==> src/hdl/ulef_pkg.sv <==
// package for the serial line event flag block: layout, offsets, constants
package ulef_pkg;

   // register word offsets (byte addresses, one aligned word each)
   localparam logic [7:0] ADDR_STATUS = 8'h00;
   localparam logic [7:0] ADDR_CLEAR = 8'h04;
   localparam logic [7:0] ADDR_CTRL_TWO = 8'h08;
   localparam logic [7:0] ADDR_CTRL_THREE = 8'h0c;
   localparam logic [7:0] ADDR_TIMEOUT = 8'h10;
   localparam logic [7:0] ADDR_EVENT = 8'h14;
   localparam logic [7:0] ADDR_MASK = 8'h18;

   // status / clear field positions
   localparam int BIT_RTO = 11;
   localparam int BIT_CTS = 10;
   localparam int BIT_CTSCHG = 9;
   localparam int BIT_LINBRK = 8;
   // control field positions
   localparam int BIT_LBD_IE = 6;
   localparam int BIT_CTS_EN = 9;
   localparam int BIT_CTS_IE = 10;
   localparam int BIT_RX_EN = 2;

   // event register layout: bit0 cts change, bit1 lin break, bit2 timeout
   localparam int EV_CTS = 0;
   localparam int EV_LIN = 1;
   localparam int EV_RTO = 2;

   // timeout: gap must exceed the value by more than this many sample ticks
   localparam logic [3:0] RTO_MARGIN = 4'h2;

   // reset values
   localparam logic [31:0] RST_WORD = 32'h0000_0000;
   localparam logic [23:0] RST_TIMEOUT = 24'h00_0000;

   // control bundle carried from the register file to the flag logic
   typedef struct packed {
      logic cts_en;
      logic cts_ie;
      logic lbd_ie;
      logic rx_en;
   } ulef_ctrl_s;

   // software access bundle
   typedef struct packed {
      logic [7:0] addr;
      logic [31:0] wdata;
      logic wr;
      logic rd;
   } ulef_bus_s;

endpackage : ulef_pkg

==> src/hdl/ulef_flags.sv <==
// line event flags: clear-to-send mirror and change, lin break, rx timeout
//
// Function
// [RULE1] status cts bit is the inverse of the synchronised active-low input
// [RULE2] without flow control, cts bit and its change flag read zero
// [RULE3] cts change flag sets on any input edge while cts enable is set
// [RULE4] cts change flag holds until software writes one to its clear bit
// [RULE5] interrupt while cts change flag and cts irq enable are both one
// [RULE6] lin break flag sets when the break detector reports a break
// [RULE7] lin break flag holds until software writes its clear bit
// [RULE8] interrupt while lin break flag and lin irq enable are both one
// [RULE9] without lin support, lin break flag reads zero
// [RULE10] timeout already elapsed when receiver enabled sets timeout flag
// [RULE11] without timeout feature, timeout flag reads zero
// [RULE12] timeout flag sets only when gap exceeds value plus two samples
// [RULE13] counter runs with receiver off; flag sets only with receiver on
// [RULE14] cts input passes two flip-flops before any use
`timescale 1ns/10ps
module ulef_flags #(
   parameter bit HAS_FLOW = 1'b1,
   parameter bit HAS_LIN = 1'b1,
   parameter bit HAS_RTO = 1'b1,
   parameter int RTO_W = 24
)
(
   input wire logic clk,
   input wire logic rst_n,
   input wire ulef_pkg::ulef_bus_s bus,
   output logic [31:0] rdata,
   input wire logic clear_to_send_n,
   input wire logic lin_break_detect,
   input wire logic sample_tick,
   input wire logic char_received,
   output logic cts_level,
   output logic irq
);
   import ulef_pkg::*;

   logic cts_meta;
   logic cts_sync;
   logic cts_prev;
   logic cts_change_flag;
   logic lin_break_flag;
   logic receive_timeout_flag;
   logic [31:0] control_reg_two;
   logic [31:0] control_reg_three;
   logic [RTO_W-1:0] receive_timeout_value_reg;
   logic [RTO_W+1:0] idle_cnt;
   logic [2:0] event_status;
   logic [2:0] event_mask;
   logic [2:0] ev_prev;
   logic rto_armed;
   logic rx_en_prev;
   ulef_ctrl_s ctl;

   // one-hot register decode, used for writes and reads alike
   function automatic logic hit(input logic [7:0] a, input logic [7:0] off);
      hit = (a == off);
   endfunction : hit

   wire wr_clear = bus.wr && hit(bus.addr, ADDR_CLEAR);
   wire wr_two = bus.wr && hit(bus.addr, ADDR_CTRL_TWO);
   wire wr_three = bus.wr && hit(bus.addr, ADDR_CTRL_THREE);
   wire wr_tmo = bus.wr && hit(bus.addr, ADDR_TIMEOUT);
   wire wr_mask = bus.wr && hit(bus.addr, ADDR_MASK);
   wire rd_event = bus.rd && hit(bus.addr, ADDR_EVENT);

   assign ctl.cts_en = control_reg_three[BIT_CTS_EN];
   assign ctl.cts_ie = control_reg_three[BIT_CTS_IE];
   assign ctl.lbd_ie = control_reg_two[BIT_LBD_IE];
   assign ctl.rx_en = control_reg_three[BIT_RX_EN];

   // clear-to-send synchroniser; only cts_sync feeds logic
   always_ff @(posedge clk)
   begin
      if (!rst_n)
      begin
         cts_meta <= 1'b1;
         cts_sync <= 1'b1;
         cts_prev <= 1'b1;
      end
      else
      begin
         cts_meta <= clear_to_send_n;
         cts_sync <= cts_meta; // see [RULE14]
         cts_prev <= cts_sync;
      end
   end

   // mirror and edge; features absent force zero
   wire cts_bit = HAS_FLOW & ~cts_sync; // see [RULE1] see [RULE2]
   wire cts_edge = HAS_FLOW & (cts_sync ^ cts_prev) & ctl.cts_en; // see [RULE3]
   wire lin_set = HAS_LIN & lin_break_detect; // see [RULE6] see [RULE9]
   wire clr_cts = wr_clear & bus.wdata[BIT_CTSCHG];
   wire clr_lin = wr_clear & bus.wdata[BIT_LINBRK];
   wire clr_rto = wr_clear & bus.wdata[BIT_RTO];
   assign cts_level = cts_bit;

   // idle gap counter: threshold is value plus margin, strictly exceeded
   wire [RTO_W+1:0] rto_limit = {2'b00, receive_timeout_value_reg}
      + {{(RTO_W-2){1'b0}}, RTO_MARGIN};
   wire rto_elapsed = HAS_RTO & (idle_cnt > rto_limit); // see [RULE12]
   wire rto_set = rto_armed & rto_elapsed & ctl.rx_en; // see [RULE13]
   wire rx_rise = ctl.rx_en & ~rx_en_prev;

   // counter keeps running whatever the receiver enable; saturates at top
   always_ff @(posedge clk)
   begin
      if (!rst_n)
         idle_cnt <= '0;
      else if (char_received)
         idle_cnt <= '0;
      else if (sample_tick && !(&idle_cnt))
         idle_cnt <= idle_cnt + 1'b1; // see [RULE13]
   end

   // armed once per gap so one idle period gives one timeout event;
   // stays armed across receiver-off so enabling late still fires
   always_ff @(posedge clk)
   begin
      if (!rst_n)
      begin
         rto_armed <= 1'b0;
         rx_en_prev <= 1'b0;
      end
      else
      begin
         rx_en_prev <= ctl.rx_en;
         if (char_received)
            rto_armed <= 1'b1;
         else if (rto_set)
            rto_armed <= 1'b0; // see [RULE10]
      end
   end

   // sticky flags; a set in the clear cycle wins over the clear
   always_ff @(posedge clk)
   begin
      if (!rst_n)
      begin
         cts_change_flag <= 1'b0;
         lin_break_flag <= 1'b0;
         receive_timeout_flag <= 1'b0;
      end
      else
      begin
         cts_change_flag <= cts_edge | (cts_change_flag & ~clr_cts); // see [RULE4]
         lin_break_flag <= lin_set | (lin_break_flag & ~clr_lin); // see [RULE7]
         receive_timeout_flag <= rto_set | (receive_timeout_flag & ~clr_rto);
      end
   end

   // software registers
   always_ff @(posedge clk)
   begin
      if (!rst_n)
      begin
         control_reg_two <= RST_WORD;
         control_reg_three <= RST_WORD;
         receive_timeout_value_reg <= RST_TIMEOUT[RTO_W-1:0];
         event_mask <= RST_WORD[2:0];
      end
      else
      begin
         if (wr_two)
            control_reg_two <= bus.wdata;
         if (wr_three)
            control_reg_three <= bus.wdata;
         if (wr_tmo)
            receive_timeout_value_reg <= bus.wdata[RTO_W-1:0];
         if (wr_mask)
            event_mask <= bus.wdata[2:0];
      end
   end

   // event register: sticky, cleared by its read, new events win
   wire [2:0] ev_now = {receive_timeout_flag, lin_break_flag, cts_change_flag};
   wire [2:0] ev_rise = ev_now & ~ev_prev;
   always_ff @(posedge clk)
   begin
      if (!rst_n)
      begin
         event_status <= '0;
         ev_prev <= '0;
      end
      else
      begin
         ev_prev <= ev_now;
         event_status <= ev_rise | (event_status & {3{~rd_event}});
      end
   end

   // interrupt: flag and enable pairs, plus masked event register
   wire irq_cts = cts_change_flag & ctl.cts_ie; // see [RULE5]
   wire irq_lin = lin_break_flag & ctl.lbd_ie; // see [RULE8]
   assign irq = irq_cts | irq_lin | (|(event_status & event_mask));

   // read mux; timeout and cts status bits gated by feature presence
   wire [31:0] status_word = (32'(HAS_RTO & receive_timeout_flag) << BIT_RTO)
      | (32'(cts_bit) << BIT_CTS)
      | (32'(HAS_FLOW & cts_change_flag) << BIT_CTSCHG) // see [RULE2]
      | (32'(lin_break_flag) << BIT_LINBRK); // see [RULE9]
   wire [31:0] rd_mux =
      hit(bus.addr, ADDR_STATUS) ? status_word :
      hit(bus.addr, ADDR_CTRL_TWO) ? control_reg_two :
      hit(bus.addr, ADDR_CTRL_THREE) ? control_reg_three :
      hit(bus.addr, ADDR_TIMEOUT) ? 32'(receive_timeout_value_reg) :
      hit(bus.addr, ADDR_EVENT) ? {29'h0, event_status} :
      hit(bus.addr, ADDR_MASK) ? {29'h0, event_mask} : 32'h0000_0000;

   // read data stands only in the cycle after the strobe
   always_ff @(posedge clk)
   begin
      if (!rst_n)
         rdata <= RST_WORD;
      else if (bus.rd)
         rdata <= rd_mux;
      else
         rdata <= RST_WORD;
   end
endmodule : ulef_flags

==> config.mk <==
export PLATFORM = sky130hd
export DESIGN_NAME = ulef_flags
export DESIGN_NICKNAME = d
export VERILOG_FILES = /design/src/hdl/ulef_pkg.sv /design/src/hdl/ulef_flags.sv
export SDC_FILE = /design/constraint.sdc
export NUM_CORES = 1
export LEC_CHECK = 0
export BUFFER_PORTS_ARGS = -buffer_cell sky130_fd_sc_hd__buf_2
export CELL_PAD_IN_SITES_DETAIL_PLACEMENT = 2
export CELL_PAD_IN_SITES_GLOBAL_PLACEMENT = 2
export CORE_ASPECT_RATIO = 1.75
export CORE_MARGIN = 5
export CORE_UTILIZATION = 38
export DETAILED_ROUTE_END_ITERATION = 10
export GPL_TIMING_DRIVEN = 0
export PLACE_DENSITY_LB_ADDON = 0.1
export SYNTH_ARGS = -nofsm -noshare
export SYNTH_HDL_FRONTEND = slang
export SYNTH_SLANG_ARGS = --single-unit
==> constraint.sdc <==
create_clock -name clk -period 5.99 [get_ports clk]
set_input_delay 0.8985 -clock clk [delete_from_list [all_inputs] [get_ports clk]]
set_output_delay 0.8985 -clock clk [all_outputs]
set_load 0.03 [all_outputs]
# --- Word-level counts from Yosys, hierarchy flattened ---
# Cells that the tools add are included.
totals:
  n_memories: 0
  inputBits: 48
  latch_bits: 0
  ram_bits: 0
  output_inout_bits: 34
  ff_bits: 162
  rom_bits: 0
op_classes:
  eq_ne: 6
  magnitude_cmp: 1
  n_div: 0
  n_shift: 0
  mux: 8
  addsub: 2
  multipliers: 0
  bitwise_logic: 31
  reduce_logical: 14
op_table:
  columns: ["op", "n"]
  rows:
  - ["$mux W32", 3]
  - ["$add A26 B1 Y26 const B", 1]
  - ["$gt A26 B25 Y1", 1]
  - ["$reduce_and A26 Y1", 1]
  - ["$add A24 B2 Y25 const B", 1]
  - ["$eq A8 B5 Y1 const B", 3]
  - ["$mux W24", 1]
  - ["$eq A8 B4 Y1 const B", 2]
  - ["$or A12 B10 Y12", 1]
  - ["$or A12 B11 Y12", 1]
  - ["$or A12 B9 Y12", 1]
  - ["$and A1 B1 Y1", 11]
  - ["$and A3 B3 Y3", 3]
  - ["$eq A8 B3 Y1 const B", 1]
  - ["$logic_not A8 Y1", 1]
  - ["$logic_and A1 B1 Y1", 7]
  - ["$mux W3", 2]
  - ["$not A1 Y1", 6]
  - ["$or A1 B1 Y1", 5]
  - ["$not A3 Y3", 1]
  - ["$or A3 B3 Y3", 1]
  - ["$reduce_or A3 Y1", 1]
  - ["$mux W1", 2]
  - ["$reduce_and A2 Y1", 1]
  - ["other kinds (4)", 4]

# --- Logic depth before layout (Yosys ltp) ---
# Gate-level depths: netlist of run 1.
depth:
  ltp_word: 7
  depth_mapped: 13
  mapped_depth_nobuf: 12

# --- Worst setup path after synthesis of run 1 ---
# No wires, ideal clock.
synth_timing:
  kind: "flip-flop to flip-flop"
  startpoint: "register receive_timeout_value_reg[1]"
  endpoint: "register receive_timeout_flag"
  arrival_ps: 2750
  t_required_ps: 5873
  period_less_slack_ps: 2868
  stages_incl_launch_ff: 14
  path_slack_ps: 3122
  path_cell_list: "dfxtp_1 ha_1 and3_1 clkbuf_1 nand4_1 nor2_1 nand2_1 xor2_1 ha_1 a21o_1 a211o_1 a221oi_1 o211ai_1 a32o_1"
synth_via:
  elab_chain_cells: 5
synth_rtl:
  columns: ["item", "line", "source"]
  rows:
  - ["start, declared", "ulef_flags.sv:47", "logic [RTO_W-1:0] receive_timeout_value_reg;"]
  - ["start signal, assigned", "ulef_flags.sv:160", "receive_timeout_value_reg <= RST_TIMEOUT[RTO_W-1:0];"]
  - ["start signal, assigned", "ulef_flags.sv:170", "receive_timeout_value_reg <= bus.wdata[RTO_W-1:0];"]
  - ["$add A24 B2 Y25", "ulef_flags.sv:101", "+ {{(RTO_W-2){1'b0}}, RTO_MARGIN};"]
  - ["$gt A26 B25 Y1", "ulef_flags.sv:102", "wire rto_elapsed = HAS_RTO & (idle_cnt > rto_limit);"]
  - ["$and A1 B1 Y1 (2 in series)", "ulef_flags.sv:103", "wire rto_set = rto_armed & rto_elapsed & ctl.rx_en;"]
  - ["$or A1 B1 Y1", "ulef_flags.sv:149", "receive_timeout_flag <= rto_set | (receive_timeout_flag & ~clr_rto);"]
  - ["end signal, assigned", "ulef_flags.sv:149", null]
  - ["end, declared", "ulef_flags.sv:44", "logic receive_timeout_flag;"]
# Every way passes these cells.
# A chain may end at the register's enable or synchronous reset.

# --- Worst setup path in the final report of run 1 ---
# Ends and elaborated chain as after synthesis.

==> results of run 1 <==
## how the worst max path moves through the flow
| stage | to |
|---|---|
| after detailed placement | receive_timeout_flag |
| after CTS | receive_timeout_flag |
| after global routing | receive_timeout_flag |
| after floorplan | receive_timeout_flag |
| after global placement | receive_timeout_flag |
| final | receive_timeout_flag |
## synth_stat cells, types with 10 or more instances
cell | count | area share, %
nand2_1 | 225 | 11
dfxtp_1 | 162 | 44
a21boi_0 | 53 | 5.4
nor2_1 | 49 | 2.5
a21boi_1 | 35 | 3.6
a21oi_1 | 29 | 2.0
ha_1 | 27 | 4.6
clkbuf_1 | 26 | 1.3
a22oi_1 | 21 | 2.1
nand3_1 | 19 | 1.3
a222oi_1 | 18 | 2.4
xnor2_1 | 18 | 2.1
o21ai_0 | 16 | 1.1
xor2_1 | 15 | 1.8
nor2b_1 | 14 | 1.2
buf_2 | 13 | 0.88
buf_4 | 11 | 1.1
nor4_1 | 11 | 0.93
and3_1 | 10 | 0.85
inv_1 | 10 | 0.51
nand4_1 | 10 | 0.85
## layout make-up
cell class / instances / area (µm²) / share of cell area (%)
Tap cell: 241 / 302 / 3.48
Inverter: 10 / 37.5 / 0.434
Timing Repair Buffer: 80 / 400 / 4.63
Clock inverter: 10 / 113 / 1.30
Sequential cell: 162 / 3240 / 37.5
Multi-Input combinational cell: 645 / 3870 / 44.8
Clock buffer: 21 / 440 / 5.09
Buffer: 50 / 245 / 2.83
## power by group through the flow
stage | Clock [mW] | Sequential, mW | Combinational, mW
2_1_floorplan | 0 | 1.11 | 0.0368
3_3_place_gp | 0 | 1.11 | 0.0806
3_5_place_dp | 0 | 1.11 | 0.0845
4_1_cts | 1.08 | 1.08 | 0.0854
5_1_grt | 1.12 | 1.08 | 0.0914
6_report | 1.06 | 1.08 | 0.0839
## per-stage QoR
step / setup slack, ns / hold WS [ns] / total power, mW / std cells
after floorplan: 3.12 / 0.386 / 1.14 / 867
after global placement: 2.34 / 0.400 / 1.19 / 1188
after detailed placement: 2.22 / 0.428 / 1.19 / 1188
after CTS: 2.12 / 0.443 / 2.25 / 1219
after global routing: 1.87 / 0.443 / 2.29 / 1219
final: 2.17 / 0.434 / 2.23 / 1219
## worst max-delay path, stage by stage (launching register included)
cell	delay (ns)
dfxtp_1	0.46
and4_1	0.26
nand4_1	0.29
nor3_1	0.63
nand3_1	0.17
xor2_1	0.18
ha_1	0.31
nand4_1	0.19
nor4_1	0.58
nand2_1	0.11
o211ai_1	0.35
a32o_1	0.23
## cells by family after synthesis
kind of cell | after synthesis | synth area share, %
muxes | 6 | 0.812
AOI/OAI and AO/OA | 195 | 19.2
xor gates and xnor gates | 33 | 3.91
adders and majority gates | 27 | 4.56
DFF | 162 | 43.8
buffers and inverters | 60 | 3.82
and+or+nand+nor | 384 | 23.8
## layer usage
layer  up-vias  share of wire, %  track usage, %
li1       3235                 -               -
met3        52               2.3            3.92
met1      3347                37            24.8
met5         -             0.049               0
met4         2               3.4            10.3
met2       107                57            47.1
==> impl_metrics.toml, run 1 <==
[route]
drt-pass1-iter-count = 4
drc_errors = 0
routedWlPerCell_um = 21.6
drt-initial-drc-count = 331
viasPerCell = 5.53
dr_total_vias = 6743
ant_nets = 0
wl_um = 26400

[floorplan]
dieArea_mm2 = 0.0225
initial_utilization_pct = 38.6
dieHeight_um = 195
rows = 67
core_mm2 = 0.0192
die_w_um = 115
ioPinCount = 82

[cells_and_area]
filler_cell_count = 2137
mostFrequentLayoutCell = "nand2_1"
final_area_mm2 = 0.00866
drive_gt1_share_pct = 14.2
final_util_pct = 45.1
layout_common_cells = "nand2_1, dfxtp_1, buf_2, a21boi_0, nor2_1"
area.growth.synth_to_final_pct = 17.0
layout.nets = 1041
top_regs = "control_reg_three x32, control_reg_two x32, rdata x32"
antenna-diode-count = 0

[clock_tree]
cts_sinks = 162
cts_tree = "yes"
clk_pin_slew_ns = 0.07
cts_hold_buf = 0
clock_path_buffers = 2
cts_root_buffer = "clkbuf_16"
worst_skew_pair.late_latency_ns = 0.44
cts_max_level = 4
cts_made_buffers = 17
ctsResizeCount = 0
post_cts_buffers = 0

[hold_path]
hold_end = "cts_sync"
worstHoldPathCells = 1
hold_path.startpoint = "cts_meta"
holdCritPathClass = "reg2reg"

[logic_synthesis]
ys_types = 53
synth_warnings = 0
async_flop_share_pct = 0
syn-num-nets = 942
syn_inst = 867
ys_ff_latch = 162
synth_edf_count = 0
synth_flop_cell = "dfxtp_1"
synth.avg_cell_area_um2 = 8.54
ys_seq_area_share_pct = 43.8
netlist_area_mm2 = 0.00740

[timing]
relSlewSlack_pct = 43.2
worst_pin_slew_ns = 0.844
skew_ns = 0.00907
finalMaxSlewViolations = 0
fin_crit_sh_pct = 63.8
final_hold_viol_count = 0
fmax_mhz = 262
fin_crit_ns = 3.82
fin_tns_setup_ns = 0
finalSetupViolCount = 0
rsz0062_at_grt = "no"

[flow_run]
cap_violations = 0

[setup_path]
critPathArrivalTime_ns = 4.21
required_ns = 6.37
reg2reg_to = "receive_timeout_flag"
start_kind = "register"
end_kind = "register"
cp-startpoint = "receive_timeout_value_reg[1]"
reg2regPathDepth = 11
r2r_setup_slack_ns = 2.17
rr_startpoint = "receive_timeout_value_reg[1]"
crit_type = "reg2reg"
cp_max_fo = 6

[power]
p_leak_nw = 3.15
p_sw_mw = 0.510
power.internal_mw = 1.72
clkPwrFrac_pct = 47.6
swShare_pct = 22.9
ir_drop_v = 0.000170
p_per_area_mw_per_mm2 = 258
p_seq_share_pct = 48.6
comb_power_share_pct = 3.8

[placement]
dpl-instance-area_mm2 = 0.00810
io_buffers = 80
hpwl_um = 20100
gp_congestion = 0.831

[global_route]
grt_max_degree = 17
grt_use_total_pct = 24.3
grt_pass1_vias = 7799
antenna_found_initial = 1
grt.overflow.total = 0
grt_pass1_wl_um = 42100

[run_status]
status = "finished, final reports clean"
No activity file was read; power rests on OpenSTA's default activity.
==> inputs of run 2 (changes only) <==
--- a/config.mk
+++ b/config.mk
@@ -5,12 +5,13 @@
 export SDC_FILE = /design/constraint.sdc
 export NUM_CORES = 1
 export LEC_CHECK = 0
+export ABC_AREA = 1
 export BUFFER_PORTS_ARGS = -buffer_cell sky130_fd_sc_hd__buf_2
 export CELL_PAD_IN_SITES_DETAIL_PLACEMENT = 2
 export CELL_PAD_IN_SITES_GLOBAL_PLACEMENT = 2
 export CORE_ASPECT_RATIO = 1.75
 export CORE_MARGIN = 5
-export CORE_UTILIZATION = 38
+export CORE_UTILIZATION = 34
 export DETAILED_ROUTE_END_ITERATION = 10
 export GPL_TIMING_DRIVEN = 0
 export PLACE_DENSITY_LB_ADDON = 0.1
==> constraint.sdc (replaced) <==
create_clock -name clk -period 3.9 [get_ports clk]
set_input_delay 0.585 -clock clk [delete_from_list [all_inputs] [get_ports clk]]
set_output_delay 0.585 -clock clk [all_outputs]
set_load 0.03 [all_outputs]
==> impl_metrics.toml, run 2 <==
[run_status]
status = "finished, final reports clean"

[floorplan]
dieHeight_um = 214
rows = 74
dieArea_mm2 = 0.0270
initial_utilization_pct = 34.5
ioPinCount = 82
die_w_um = 126
core_mm2 = 0.0233

[logic_synthesis]
ys_seq_area_share_pct = 40.3
synth_edf_count = 0
ys_types = 38
syn_inst = 1103
syn-num-nets = 1178
async_flop_share_pct = 0
yosys.area.top_type = "dfxtp_1"
synth_most_common_cell = "nand2_1"
synthTopCellsByCount = "nand2_1, dfxtp_1, nor2_1, o21ai_0, a21oi_1"
synth_warnings = 0
netlist_area_mm2 = 0.00805
ys_ff_latch = 162
synthDominantCellAreaShare_pct = 40.3
synth.avg_cell_area_um2 = 7.30
synth_area_leaders = "dfxtp_1, nand2_1, nor2_1"
synth_flop_cell = "dfxtp_1"

[cells_and_area]
mostFrequentLayoutCell = "nand2_1"
layout.nets = 1277
final_area_mm2 = 0.00941
area.growth.synth_to_final_pct = 16.9
final_util_pct = 40.3
top_regs = "control_reg_three x32, control_reg_two x32, rdata x32"
antenna-diode-count = 0
layout_common_cells = "nand2_1, dfxtp_1, nor2_1, o21ai_0, buf_2"
drive_gt1_share_pct = 15.3
stdcell_count = 1518

[clock_tree]
post_cts_buffers = 0
cts_root_buffer = "clkbuf_16"
worst_skew_pair.late_latency_ns = 0.45
clock_path_buffers = 2
clk_pin_slew_ns = 0.06
cts_hold_buf = 0
cts_max_level = 4
cts_tree = "yes"
cts_made_buffers = 17
cts_sinks = 162
ctsResizeCount = 0

[power]
ir_drop_v = 0.000310
p_per_area_mw_per_mm2 = 375
finalPower_mw = 3.53
p_leak_nw = 3.83

[hold_path]
holdCritPathClass = "in2reg"

[setup_path]
end_kind = "register"
cp_slowest_stage_delay_ns = 0.52
path_common_cell = "nand2_1"
crit_type = "reg2reg"
cp_slowest_cell = "dfxtp_1"
critPathArrivalTime_ns = 3.77
cp_max_fo = 6
crit_chain = "ha_1, nand2_1, nor2_2, nand4_1, nor2_2, nand3_2, nor2_1, xor2_1, ha_1, nand2_1, nor2_1, nand4_1, nor2_1, nand2_1, nand3_1, nand2_1, nand2_1, a21oi_1"
required_ns = 4.21
start_kind = "register"

[timing]
worst_pin_slew_ns = 0.862
finalSetupViolCount = 0
fmax_mhz = 289
skew_ns = 0.00801
final_hold_viol_count = 0
fin_crit_sh_pct = 88.8
relSlewSlack_pct = 42.3
whs_ns = 0.325
rsz0062_at_grt = "no"
fin_crit_ns = 3.46
finalMaxSlewViolations = 0
fin_ws_ns = 0.436
fin_tns_setup_ns = 0

[placement]
dpl-instance-area_mm2 = 0.00883
dp.cells = 1487
gp_congestion = 0.854
io_buffers = 80
hpwl_um = 24900
pre_cts_ws_ns = 0.365

[route]
drc_errors = 0
routedWlPerCell_um = 20.4
dr_total_vias = 7881
drt-initial-drc-count = 162
viasPerCell = 5.19
ant_nets = 0
wl_um = 30900
drt-pass1-iter-count = 4

[global_route]
grt_use_total_pct = 23.5
grt_pass1_wl_um = 48600
grt_max_degree = 17
antenna_found_initial = 0
grt_pass1_vias = 8934
grt.overflow.total = 0

[flow_run]
cap_violations = 0
## run 2: changes by cell type after synthesis, sizes merged, moves of 59 or more
cell / before / now
a21boi: 88 / 0
a21oi: 29 / 88
inv: 10 / 81
nor2: 49 / 172
o21ai: 17 / 145
## run 2: critical path: cells and delay by family, from the launching register on
family | cells | cell delay [ns]
compound gates | 1 | 0.06
xor+xnor | 1 | 0.09
simple gates | 14 | 2.00
flops | 1 | 0.52
fa+ha+maj | 2 | 0.64
## run 2: logic make-up (layout without fill, tap and decap cells)
group           after synthesis  after routing  share of synthesized area (%)
compound gates              246            246                           16.2
buf+inv                     134            245                           7.40
xor+xnor                     39             39                           4.24
fa+ha+maj                    27             27                           4.20
simple gates                495            495                           27.7
flops                       162            162                           40.3
## run 2: power by group
part / switching [mW] / total, mW / internal, mW
clock: 0.709 / 1.70 / 0.986
sequential: 0.00639 / 1.67 / 1.66
combinational: 0.118 / 0.162 / 0.0447
## run 2: path summary, 6_finish.rpt
check                    to  slack, ns                    startpoint  depth (start not counted)
setup reg to reg  rto_armed       0.44  receive_timeout_value_reg[1]                         18
hold / removal     cts_meta       0.33               clear_to_send_n                          2
hold reg to reg    cts_sync       0.42                      cts_meta                          1
setup / recovery  rto_armed       0.44  receive_timeout_value_reg[1]                         18
## run 2: cell type report
class | instances | area, µm²
tap | 304 | 380
multi-input combinational | 807 | 4210
sequential | 162 | 3240
buffer | 53 | 292
fill | 2858 | 13900
clock buffer | 22 | 474
timing repair buffer | 80 | 400
inverter | 81 | 304
clock inverter | 9 | 106
## run 2: layer usage
layer	GRT usage, %	share of wire (%)
met5	0	0
met4	11.8	4.9
met3	3.99	1.9
met2	47.8	58
met1	22.2	35
